--- config.mk ---
export PLATFORM = sky130hd
export DESIGN_NAME = adc_clock_divide_delay_power_ctrl
export DESIGN_NICKNAME = d
export VERILOG_FILES = /design/src/adc_clock_divide_delay_power_ctrl.v
export VERILOG_INCLUDE_DIRS = /design/src /design/src/src
export SDC_FILE = /design/constraint.sdc
export NUM_CORES = 1
export LEC_CHECK = 0
export BUFFER_PORTS_ARGS = -buffer_cell sky130_fd_sc_hd__buf_2
export CORE_ASPECT_RATIO = 0.5
export CORE_MARGIN = 8
export CORE_UTILIZATION = 42
export DETAILED_ROUTE_END_ITERATION = 7
export GPL_ROUTABILITY_DRIVEN = 1
export GPL_TIMING_DRIVEN = 0
export PLACE_DENSITY_LB_ADDON = 0.3
export SYNTH_ARGS = -nofsm -noshare
export SYNTH_HDL_FRONTEND = slang
export SYNTH_SLANG_ARGS = --single-unit
--- constraint.sdc ---
create_clock -name sys_clk -period 3.4 [get_ports sys_clk]
set_input_delay 0.85 -clock sys_clk [delete_from_list [all_inputs] [get_ports sys_clk]]
set_output_delay 0.85 -clock sys_clk [all_outputs]
set_load 0.005 [all_outputs]
--- src/clk_ctrl_defines.vh ---
// How it works
// - sample clock divided by 1, 2, 4 or 8 from the ratio register
// - divided clock taken from a counter bit, so 50% duty between sync loads; held low in bypass
// - per-channel half-cycle phase delay; changing it leaves the link alone
// - sync enabled: a system reference edge loads the divider with a preset
// - fine delay enabled by bit 0, amount from an 8-bit per-channel value
// - fine delay code maps to -151.7 to +150 ps in 1.7 ps steps
// - fine delay takes effect on the cycle after the enabling write
// - turning fine delay on pulses a datapath reset; value change does not
// - active-high power pin, default power-down; registers can also power down
// - power-down drops the serial output link
// - standby keeps link up, sends zero samples or /K/ when fill bit set
// - diode enable is bit 0 of a per-channel register, channel A selected
// - fast-detect A pin function from bits 2:0; one code routes the diode
`ifndef CLK_CTRL_DEFINES_VH
`define CLK_CTRL_DEFINES_VH
`define REG_CHAN_INDEX 15'h0008
`define REG_TEMP_DIODE 15'h0028
`define REG_POWER_MODE 15'h003F
`define REG_PIN_FUNC 15'h0040
`define REG_DIV_RATIO 15'h010B
`define REG_DIV_HALF 15'h010C
`define REG_DIV_SYNC 15'h010D
`define REG_FINE_EN 15'h0117
`define REG_FINE_VAL 15'h0118
`define REG_STBY_FILL 15'h0571
`define RST_CHAN_INDEX 8'h03
`define RST_ZERO 8'h00
`define SYNC_EN_BIT 7
`define FILL_K_BIT 7
`define FINE_EN_BIT 0
`define DIODE_EN_BIT 0
`define PIN_MODE_HI 7
`define PIN_MODE_LO 6
`define PIN_MODE_PDWN 2'h0
`define PIN_MODE_STBY 2'h1
`define PWR_NORMAL 2'h0
`define PWR_STANDBY 2'h1
`define FD_A_DIODE 3'h6
`define FINE_ZERO_CODE 8'h59
`define FINE_MAX_CODE 8'hB1
`define CLK_MHZ 100
`define DP_RESET_NS 40
`define DP_RESET_CYC ((`DP_RESET_NS * `CLK_MHZ + 999) / 1000)
`endif

--- src/adc_clock_divide_delay_power_ctrl.v ---
`timescale 1ns/100ps
`include "clk_ctrl_defines.vh"
module adc_clock_divide_delay_power_ctrl #(
  parameter DP_RESET_CYCLES = `DP_RESET_CYC
) (
  input wire sys_clk,
  input wire rst_n,
  input wire spi_cs_n,
  input wire spi_sclk,
  input wire spi_sdi,
  output reg spi_sdo,
  output reg spi_sdo_oe,
  input wire power_down_standby_pin,
  input wire system_reference_pulse,
  output reg div_clk,
  output reg div_bypass,
  output reg half_delay_a,
  output reg half_delay_b,
  output reg fine_delay_en_a,
  output reg fine_delay_en_b,
  output reg [8:0] fine_shift_a,
  output reg [8:0] fine_shift_b,
  output reg datapath_reset,
  output reg core_power_on,
  output reg link_enable,
  output reg link_fill_zero,
  output reg link_fill_k,
  output reg diode_enable,
  output reg [2:0] fast_detect_out_a_func,
  output reg diode_on_fast_detect_a
);

  // signed shift in 1.7 ps steps; code 0x59 is near zero skew
  function [8:0] fine_shift;
    input [7:0] code;
    reg [7:0] c;
    begin
      c = (code > `FINE_MAX_CODE) ? `FINE_MAX_CODE : code;
      fine_shift = {1'b0, c} - {1'b0, `FINE_ZERO_CODE};
    end
  endfunction

  // ratio code 1..3 picks counter bit, code 0 holds low; bit k gives divide by 2^(k+1)
  function div_level;
    input [1:0] ratio;
    input [2:0] cnt;
    begin
      case (ratio)
        2'h1: div_level = cnt[0];
        2'h2: div_level = cnt[1];
        2'h3: div_level = cnt[2];
        default: div_level = 1'b0;
      endcase
    end
  endfunction

  // pin synchronisers, two stages before any logic looks
  reg cs_m, cs_s, sclk_m, sclk_s, sclk_d, sdi_m, sdi_s;
  reg pin_m, pin_s, sref_m, sref_s, sref_d;
  always @(posedge sys_clk or negedge rst_n)
  begin
    if (!rst_n)
    begin
      cs_m <= 1'b1;
      cs_s <= 1'b1;
      sclk_m <= 1'b0;
      sclk_s <= 1'b0;
      sclk_d <= 1'b0;
      sdi_m <= 1'b0;
      sdi_s <= 1'b0;
      pin_m <= 1'b0;
      pin_s <= 1'b0;
      sref_m <= 1'b0;
      sref_s <= 1'b0;
      sref_d <= 1'b0;
    end
    else
    begin
      cs_m <= spi_cs_n;
      cs_s <= cs_m;
      sclk_m <= spi_sclk;
      sclk_s <= sclk_m;
      sclk_d <= sclk_s;
      sdi_m <= spi_sdi;
      sdi_s <= sdi_m;
      pin_m <= power_down_standby_pin;
      pin_s <= pin_m;
      sref_m <= system_reference_pulse;
      sref_s <= sref_m;
      sref_d <= sref_s;
    end
  end

  wire sclk_rise = sclk_s & ~sclk_d;
  wire sclk_fall = ~sclk_s & sclk_d;
  wire sref_edge = sref_s & ~sref_d;

  // register storage; per-channel copies sit at index 0 (A) and 1 (B)
  reg [7:0] chan_index, power_mode, pin_func, div_ratio, div_half, div_sync, stby_fill;
  reg [7:0] temp_diode [0:1];
  reg [7:0] fine_en [0:1];
  reg [7:0] fine_val [0:1];

  // serial frame: 16-bit instruction (bit 15 = read), then 8 data bits
  reg [22:0] shift;
  reg [4:0] bit_cnt;
  reg rd_active;
  reg [7:0] rd_shift;
  wire [23:0] word = {shift, sdi_s};
  wire wr_en = ~cs_s & sclk_rise & (bit_cnt == 5'h17) & ~rd_active;
  wire [14:0] wr_addr = word[22:8];
  wire [7:0] wr_data = word[7:0];
  wire [14:0] rd_addr = word[14:0];
  // local reads come from channel A when it is selected, else from B
  wire rd_ch = ~chan_index[0];

  // read mux; unmapped addresses read as zero
  reg [7:0] rd_mux;
  always @*
  begin
    case (rd_addr)
      `REG_CHAN_INDEX: rd_mux = chan_index;
      `REG_TEMP_DIODE: rd_mux = temp_diode[rd_ch];
      `REG_POWER_MODE: rd_mux = power_mode;
      `REG_PIN_FUNC: rd_mux = pin_func;
      `REG_DIV_RATIO: rd_mux = div_ratio;
      `REG_DIV_HALF: rd_mux = div_half;
      `REG_DIV_SYNC: rd_mux = div_sync;
      `REG_FINE_EN: rd_mux = fine_en[rd_ch];
      `REG_FINE_VAL: rd_mux = fine_val[rd_ch];
      `REG_STBY_FILL: rd_mux = stby_fill;
      default: rd_mux = 8'h00;
    endcase
  end

  // serial shifter; sdo changes on falling sclk so the host samples on rising
  always @(posedge sys_clk or negedge rst_n)
  begin
    if (!rst_n)
    begin
      shift <= 23'h000000;
      bit_cnt <= 5'h00;
      rd_active <= 1'b0;
      rd_shift <= 8'h00;
      spi_sdo <= 1'b0;
      spi_sdo_oe <= 1'b0;
    end
    else if (cs_s)
    begin
      bit_cnt <= 5'h00;
      rd_active <= 1'b0;
      spi_sdo_oe <= 1'b0;
    end
    else
    begin
      if (sclk_rise && bit_cnt != 5'h18)
      begin
        shift <= word[22:0];
        bit_cnt <= bit_cnt + 5'h01;
        if (bit_cnt == 5'h0F && word[15])
        begin
          rd_active <= 1'b1;
          rd_shift <= rd_mux;
        end
      end
      if (sclk_fall && rd_active)
      begin
        spi_sdo_oe <= (bit_cnt >= 5'h10) && (bit_cnt < 5'h18);
        spi_sdo <= rd_shift[7];
        rd_shift <= {rd_shift[6:0], 1'b0};
      end
    end
  end

  // channels targeted by a local write
  wire [1:0] wr_ch = chan_index[1:0];
  // enable rising in any written channel asks for a datapath reset
  wire fine_turn_on = wr_en && (wr_addr == `REG_FINE_EN) && wr_data[`FINE_EN_BIT] &&
    ((wr_ch[0] && !fine_en[0][`FINE_EN_BIT]) || (wr_ch[1] && !fine_en[1][`FINE_EN_BIT]));

  // register writes
  // reset defaults
  always @(posedge sys_clk or negedge rst_n)
  begin
    if (!rst_n)
    begin
      chan_index <= `RST_CHAN_INDEX;
      power_mode <= `RST_ZERO;
      pin_func <= `RST_ZERO;
      div_ratio <= `RST_ZERO;
      div_half <= `RST_ZERO;
      div_sync <= `RST_ZERO;
      stby_fill <= `RST_ZERO;
      temp_diode[0] <= `RST_ZERO;
      temp_diode[1] <= `RST_ZERO;
      fine_en[0] <= `RST_ZERO;
      fine_en[1] <= `RST_ZERO;
      fine_val[0] <= `RST_ZERO;
      fine_val[1] <= `RST_ZERO;
    end
    else if (wr_en)
    begin
      case (wr_addr)
        `REG_CHAN_INDEX: chan_index <= wr_data;
        `REG_POWER_MODE: power_mode <= wr_data;
        `REG_PIN_FUNC: pin_func <= wr_data;
        `REG_DIV_RATIO: div_ratio <= wr_data;
        `REG_DIV_HALF: div_half <= wr_data;
        `REG_DIV_SYNC: div_sync <= wr_data;
        `REG_STBY_FILL: stby_fill <= wr_data;
        `REG_TEMP_DIODE:
        begin
          if (wr_ch[0]) temp_diode[0] <= wr_data;
          if (wr_ch[1]) temp_diode[1] <= wr_data;
        end
        `REG_FINE_EN:
        begin
          if (wr_ch[0]) fine_en[0] <= wr_data;
          if (wr_ch[1]) fine_en[1] <= wr_data;
        end
        `REG_FINE_VAL:
        begin
          if (wr_ch[0]) fine_val[0] <= wr_data;
          if (wr_ch[1]) fine_val[1] <= wr_data;
        end
        default: chan_index <= chan_index;
      endcase
    end
  end

  // divider counter; runs freely apart from sync loads, so every ratio change stays aligned
  reg [2:0] div_cnt;
  always @(posedge sys_clk or negedge rst_n)
  begin
    if (!rst_n)
      div_cnt <= 3'h0;
    else if (sref_edge && div_sync[`SYNC_EN_BIT])
      div_cnt <= div_sync[2:0];
    else
      div_cnt <= div_cnt + 3'h1;
  end

  // divided clock and per-channel phase outputs
  always @(posedge sys_clk or negedge rst_n)
  begin
    if (!rst_n)
    begin
      div_clk <= 1'b0;
      div_bypass <= 1'b1;
      half_delay_a <= 1'b0;
      half_delay_b <= 1'b0;
    end
    else
    begin
      div_bypass <= (div_ratio[1:0] == 2'h0);
      div_clk <= div_level(div_ratio[1:0], div_cnt);
      half_delay_a <= div_half[0];
      half_delay_b <= div_half[1];
    end
  end

  // fine delay outputs follow the registers one cycle after the write
  always @(posedge sys_clk or negedge rst_n)
  begin
    if (!rst_n)
    begin
      fine_delay_en_a <= 1'b0;
      fine_delay_en_b <= 1'b0;
      fine_shift_a <= 9'h000;
      fine_shift_b <= 9'h000;
    end
    else
    begin
      fine_delay_en_a <= fine_en[0][`FINE_EN_BIT];
      fine_delay_en_b <= fine_en[1][`FINE_EN_BIT];
      fine_shift_a <= fine_shift(fine_val[0]);
      fine_shift_b <= fine_shift(fine_val[1]);
    end
  end

  // datapath reset pulse; a value-only write never starts it
  reg [7:0] dp_cnt;
  always @(posedge sys_clk or negedge rst_n)
  begin
    if (!rst_n)
    begin
      dp_cnt <= 8'h00;
      datapath_reset <= 1'b0;
    end
    else
    begin
      if (fine_turn_on)
        dp_cnt <= DP_RESET_CYCLES[7:0];
      else if (dp_cnt != 8'h00)
        dp_cnt <= dp_cnt - 8'h01;
      datapath_reset <= fine_turn_on || (dp_cnt > 8'h01);
    end
  end

  // power state: pin mode field picks what the pin does
  wire [1:0] pin_mode = pin_func[`PIN_MODE_HI:`PIN_MODE_LO];
  wire pin_pdwn = pin_s && (pin_mode == `PIN_MODE_PDWN);
  wire pin_stby = pin_s && (pin_mode == `PIN_MODE_STBY);
  wire reg_pdwn = (power_mode[1:0] != `PWR_NORMAL) && (power_mode[1:0] != `PWR_STANDBY);
  wire reg_stby = (power_mode[1:0] == `PWR_STANDBY);
  wire go_pdwn = pin_pdwn || reg_pdwn;
  wire go_stby = !go_pdwn && (pin_stby || reg_stby);

  always @(posedge sys_clk or negedge rst_n)
  begin
    if (!rst_n)
    begin
      core_power_on <= 1'b1;
      link_enable <= 1'b1;
      link_fill_zero <= 1'b0;
      link_fill_k <= 1'b0;
    end
    else
    begin
      core_power_on <= !go_pdwn && !go_stby;
      link_enable <= !go_pdwn;
      link_fill_zero <= go_stby && !stby_fill[`FILL_K_BIT];
      link_fill_k <= go_stby && stby_fill[`FILL_K_BIT];
    end
  end

  // temperature diode and fast-detect A pin routing
  always @(posedge sys_clk or negedge rst_n)
  begin
    if (!rst_n)
    begin
      diode_enable <= 1'b0;
      fast_detect_out_a_func <= 3'h0;
      diode_on_fast_detect_a <= 1'b0;
    end
    else
    begin
      diode_enable <= temp_diode[0][`DIODE_EN_BIT];
      fast_detect_out_a_func <= pin_func[2:0];
      diode_on_fast_detect_a <= (pin_func[2:0] == `FD_A_DIODE) && temp_diode[0][`DIODE_EN_BIT];
    end
  end

endmodule // adc_clock_divide_delay_power_ctrl

After elaboration in Yosys (flattened, before gate mapping):

Index checks and enable logic that the tools add are counted.

* bits in registers: 199
* bits of input ports: 7
* output and inout bits: 36
* word-level logic and storage cells: 183

* add/subtract/negate cells: 5
* magnitude comparators: 6
* eq/ne operators: 30
* multiplexer cells: 26
* bitwise operators: 13
* reductions and logical operators: 54

Operators by type and width (count)
* $eq A15 B9 Y1 const B: 10
* $mux W8: 16
* $pmux W8 S10: 1
* $eq A15 B6 Y1 const B: 4
* $eq A15 B11 Y1 const B: 2
* $eq A15 B4 Y1 const B: 2
* $eq A15 B7 Y1 const B: 2
* $reduce_and A3 Y1: 7
* $reduce_and A2 Y1: 10
* $logic_and A1 B1 Y1: 18
* $sub A8 B7 Y9 const B: 2
* $gt A8 B8 Y1 const B: 2
* $reduce_bool A2 Y1: 7
* $mux W5: 2
* $gt A8 B1 Y1 const B: 1
* $reduce_bool A8 Y1: 1
* $sub A8 B1 Y8 const B: 1
* $and A1 B1 Y1: 6
* $eq A2 B1 Y1 const B: 3
* $not A1 Y1: 6
* $add A5 B1 Y5 const B: 1
* $eq A5 B4 Y1 const B: 1
* $eq A5 B5 Y1 const B: 1
* $ge A5 B5 Y1 const B: 1
* other kinds (14): 27

Longest topological paths before layout:

* word-level depth: 9
* mapped depth: 9
* gate-level depth less buffers: 9

Worst setup path before layout:

No wires, ideal clock.

* kind: reg2reg
* start: register cs_s
* end: register power_mode[0]
* library setup time: 0.125 ns
* arrival: 2.419 ns
* data required time: 3.275 ns
* slack: 0.856 ns
* cell stages (with the launch flop): 9
* buffers on the path: 2
* period minus slack after synthesis: 2.544 ns
* cell sequence: dfstp_2 buf_6 nor4b_4 nand4_1 or2_4 or3_1 or4_1 buf_6 mux2_4

* cells in the longest elaborated chain, start to end: 5

RTL lines
* start, declared: RTL line adc_clock_divide_delay_power_ctrl.v:58 `reg cs_m, cs_s, sclk_m, sclk_s, sclk_d, sdi_m, sdi_s;`
* start signal, assigned: RTL line adc_clock_divide_delay_power_ctrl.v:80 `cs_s <= cs_m;`
* $not A1 Y1 (no line)
* $and A1 B1 Y1 (3 in a row): RTL line adc_clock_divide_delay_power_ctrl.v:110 `wire wr_en = ~cs_s & sclk_rise & (bit_cnt == 5'h17) & ~rd_active;`
* $reduce_and A2 Y1 (no line)
* end signal, assigned: RTL line adc_clock_divide_delay_power_ctrl.v:188 `` power_mode <= `RST_ZERO; ``
* end signal, assigned: RTL line adc_clock_divide_delay_power_ctrl.v:205 `` `REG_POWER_MODE: power_mode <= wr_data; ``
* end, declared: RTL line adc_clock_divide_delay_power_ctrl.v:99 `reg [7:0] chan_index, power_mode, pin_func, div_ratio, div_half, div_sync, stby_fill;`

Every way passes these cells.
A chain may end at the register's enable or synchronous reset.

Final worst setup path:

* start: register shift[10]
* end: register rd_shift[5]

* cells in the longest elaborated chain, start to end: 5
* elaborated cells between the ends (all ways): 14
* classes of those cells: eq/ne (10); mux (4)

RTL lines
* start, declared: RTL line adc_clock_divide_delay_power_ctrl.v:105 `reg [22:0] shift;`
* start signal, assigned: RTL line adc_clock_divide_delay_power_ctrl.v:158 `shift <= word[22:0];`
* $eq A15 B11 Y1 (tied with other cells): RTL line adc_clock_divide_delay_power_ctrl.v:121 `case (rd_addr)`
* $pmux W8 S10 (*): RTL line adc_clock_divide_delay_power_ctrl.v:121
* $mux W8 (*): RTL line adc_clock_divide_delay_power_ctrl.v:160 `if (bit_cnt == 5'h0F && word[15])`
* $mux W8 (*): RTL line adc_clock_divide_delay_power_ctrl.v:156 `if (sclk_rise && bit_cnt != 5'h18)`
* $mux W8 (*): RTL line adc_clock_divide_delay_power_ctrl.v:166 `if (sclk_fall && rd_active)`
* end signal, assigned: RTL line adc_clock_divide_delay_power_ctrl.v:163 `rd_shift <= rd_mux;`
* end signal, assigned: RTL line adc_clock_divide_delay_power_ctrl.v:170 `rd_shift <= {rd_shift[6:0], 1'b0};`
* end, declared: RTL line adc_clock_divide_delay_power_ctrl.v:108 `reg [7:0] rd_shift;`

Every way passes the cells marked *; elsewhere a longest branch is shown, timed or not. The select of a mux whose other input is x is not followed.

==> results_dict.tcl <==
set metrics [dict create \
    rsz0062_at_grt "no" \
    start_util_pct 42.98 \
    grt-ovfl-total 0 \
    vdd_drop_max_mv 0.3056 \
    use_met2_pct 23.12 \
    worst-setup-path-type "reg2reg" \
    use_met3_pct 4.467 \
    synth.avg_cell_area_um2 12.48 \
    drc 0 \
    antennaDiodeCount 0 \
    hold_class "reg2reg" \
    hold_viol 0 \
    grt_pass1_wl_um 33090 \
    synthDistinctLibCells 61 \
    io_pins 43 \
    use_met1_pct 22.66 \
    worstMarginPinSlew_ns 1.412 \
    root_buffer "clkbuf_16" \
    core_area_mm2 0.02065 \
    whs_path_depth 0 \
    ant_nets 0 \
    layout-drive-gt1-share_pct 29.26 \
    io_buffers 42 \
    ys.flop_type "dfrtp_1" \
    place_area_mm2 0.009464 \
    p_comb_share_pct 13.4 \
    syn_area_mm2 0.008875 \
    clkPwrFrac_pct 40.4 \
    drt-vias-per-instance 5.551 \
    ys_seq_area_share_pct 56.21 \
    reg2reg_depth 7 \
    status "finished, final reports clean" \
    setup_violations 0 \
    syn_nets 726 \
    first_global_vias 5840 \
    ys_ff_latch 199 \
    pwr-share-seq_pct 46.3 \
    cts_resized 0 \
    max_freq_ghz 0.3154 \
    place_congestion 0.8816 \
    yosys_warnings 0 \
    fin_crit_ns 3.170 \
    relSlewSlack_pct 5.055 \
    hold_buffers 0 \
    grt_max_degree 123 \
    hold_slack_ns 0.3487 \
    cts_tree "yes" \
    fp.dieW_um 221.6 \
    cts_num_sinks 199 \
    p_int_mw 3.891 \
    syn_inst 711 \
    setup.worst_path.end_class "flop" \
    power.density_mw_per_mm2 530.0 \
    slew_viol_final 0 \
    cts_setup_buffers 0 \
    fin_crit_sh_pct 93.24 \
    leakage_nw 4.627 \
    sw_frac_of_total_pct 27.28 \
    num_vias 5879 \
    crit_fanout 10 \
    worstPathArrival_ns 3.53 \
    final_area_mm2 0.01009 \
    critPathLaunchType "flop" \
    clock_path_buffers 2 \
    total_power_mw 5.350 \
    clkSlewWorstSetupHoldPaths_ns 0.07 \
    wirelength_um 20650 \
    switchingPower_mw 1.459 \
    fin_nets 788 \
    max_cap_violations 0 \
    cts_buffers 17 \
    synth_edf_count 0 \
    antenna_found_initial 0 \
    htree_levels 4 \
    die_h_um 118.8 \
    hpwlAfterDp_um 14450 \
    postSynth.asyncResetShare_pct 100.0 \
    avgRoutedWirePerCell_um 19.50 \
    cp_data_required_time_ns 3.76 \
    area_growth_pct 13.75 \
    drtIter0Drc 617 \
    fp.dieArea_mm2 0.02632 \
    num_rows 37 \
    finalSetupTns_ns 0 \
    firstDrtPassIters 5 \
    grt_use_total_pct 15.92 \
    gr-max-usage-layer "met2" \
    clk_latency_ns 0.44 \
    clock_skew_ns 0.009749 \
]
[registers in the layout (all words and copies together) (netlist names), 9 cells and up]
signal        cells
fine_shift_a      9
temp_diode       16
fine_val         16
shift            22
fine_en          16
fine_shift_b      9
[layer usage]
| layer | up-vias | wire length [µm] |
|---|---|---|
| met5 | - | 0 |
| met4 | 0 | 371 |
| met3 | 24 | 1419 |
| met2 | 175 | 8955 |
| met1 | 2979 | 9901 |
| li1 | 2701 | - |
[cells in the mapped netlist (3+ instances only)]
library cell	number	share of area, %
dfrtp_1	192	54
mux2_2	122	15
nor2_1	38	1.6
nand2_1	36	1.5
clkbuf_1	30	1.3
a21oi_1	28	1.6
mux2i_1	27	3.0
o21ai_0	19	1.1
inv_1	17	0.72
nor3_1	17	0.96
and3_1	11	0.78
nand3_1	11	0.62
a222oi_1	10	1.1
a22oi_1	9	0.76
nor3b_1	9	0.76
o22ai_1	9	0.63
ha_1	8	1.1
mux2_4	8	1.4
dfstp_2	7	2.1
nand2b_1	7	0.49
or3_1	7	0.49
xnor2_1	7	0.69
xor2_1	7	0.69
nand3b_1	6	0.51
nor2b_1	6	0.42
or4_1	6	0.51
nand4_1	4	0.28
nor4_2	4	0.56
a31oi_1	3	0.21
and2_1	3	0.21
buf_1	3	0.13
buf_2	3	0.17
nor4_1	3	0.21
[placed cells by master, fill, tap and decap left out, types with 17 or more instances in the layout]
cell type	synthesis	final
a21oi_1	28	28
buf_2	3	44
clkbuf_1	30	32
clkbuf_16	0	17
dfrtp_1	192	192
inv_1	17	17
mux2_2	122	122
mux2i_1	27	27
nand2_1	36	36
nor2_1	38	38
nor3_1	17	17
o21ai_0	19	19
[power groups by stage]
| stage | registers [mW] | clock network [mW] | logic [mW] |
|---|---|---|---|
| after CTS | 2.48 | 2.19 | 0.706 |
| after global placement | 2.52 | 0 | 0.687 |
| after detailed placement | 2.52 | 0 | 0.702 |
| final | 2.48 | 2.16 | 0.714 |
| after global routing | 2.48 | 2.29 | 0.773 |
| after floorplan | 2.50 | 0 | 0.430 |
[final timing paths]
kind / from / to / slack [ns]
min in group asynchronous: rst_n / div_clk / 0.39
max: shift[10] / rd_shift[5] / 0.23
min reg2reg: sref_m / sref_s / 0.35
max reg2reg: shift[10] / rd_shift[5] / 0.23
max in group asynchronous: rst_n / fine_val[1] / 2.04
min: sref_m / sref_s / 0.35
[final cells by class]
class	count	area, µm²
plain buffers	38	161.4
clock buffers	21	460.4
clock inverters	11	170.2
fillers	1801	10550
inverters	17	63.81
multi-input cells	457	3661
flip-flops and latches	199	4989
well taps	273	341.6
repair buffers	43	247.7
[cells by family (layout without fill, tap and decap cells)]
| kind of cell | after synthesis | after routing | share of synthesized area [%] |
|---|---|---|---|
| fa+ha+maj | 8 | 8 | 1.128 |
| buf+inv | 55 | 130 | 2.538 |
| flops | 199 | 199 | 56.21 |
| simple gates | 185 | 185 | 12.04 |
| compound gates | 93 | 93 | 6.824 |
| mux | 157 | 157 | 19.88 |
| xor+xnor | 14 | 14 | 1.382 |
[worst max-delay path, stage by stage, from the launching register on]
cell and delay (ns):
dfrtp_1 0.36, clkbuf_1 0.19, or4b_4 0.59, nor4_1 1.06, nand2_1 0.22, o22ai_1 0.33, nor4bb_1 0.18, o21ai_0 0.16
[stage by stage]
stage / utilization (%) / std cells / setup slack [ns]
detailed placement: 45.84 / 1027 / 0.3036
global placement: 45.66 / 1026 / -1.733
floorplan: - / 711 / 0.8555
global route: 48.89 / 1059 / 0.06572
CTS: 48.89 / 1059 / 0.3012
finish: 48.89 / 1059 / 0.2299
Power figures use the tool's default switching activity.
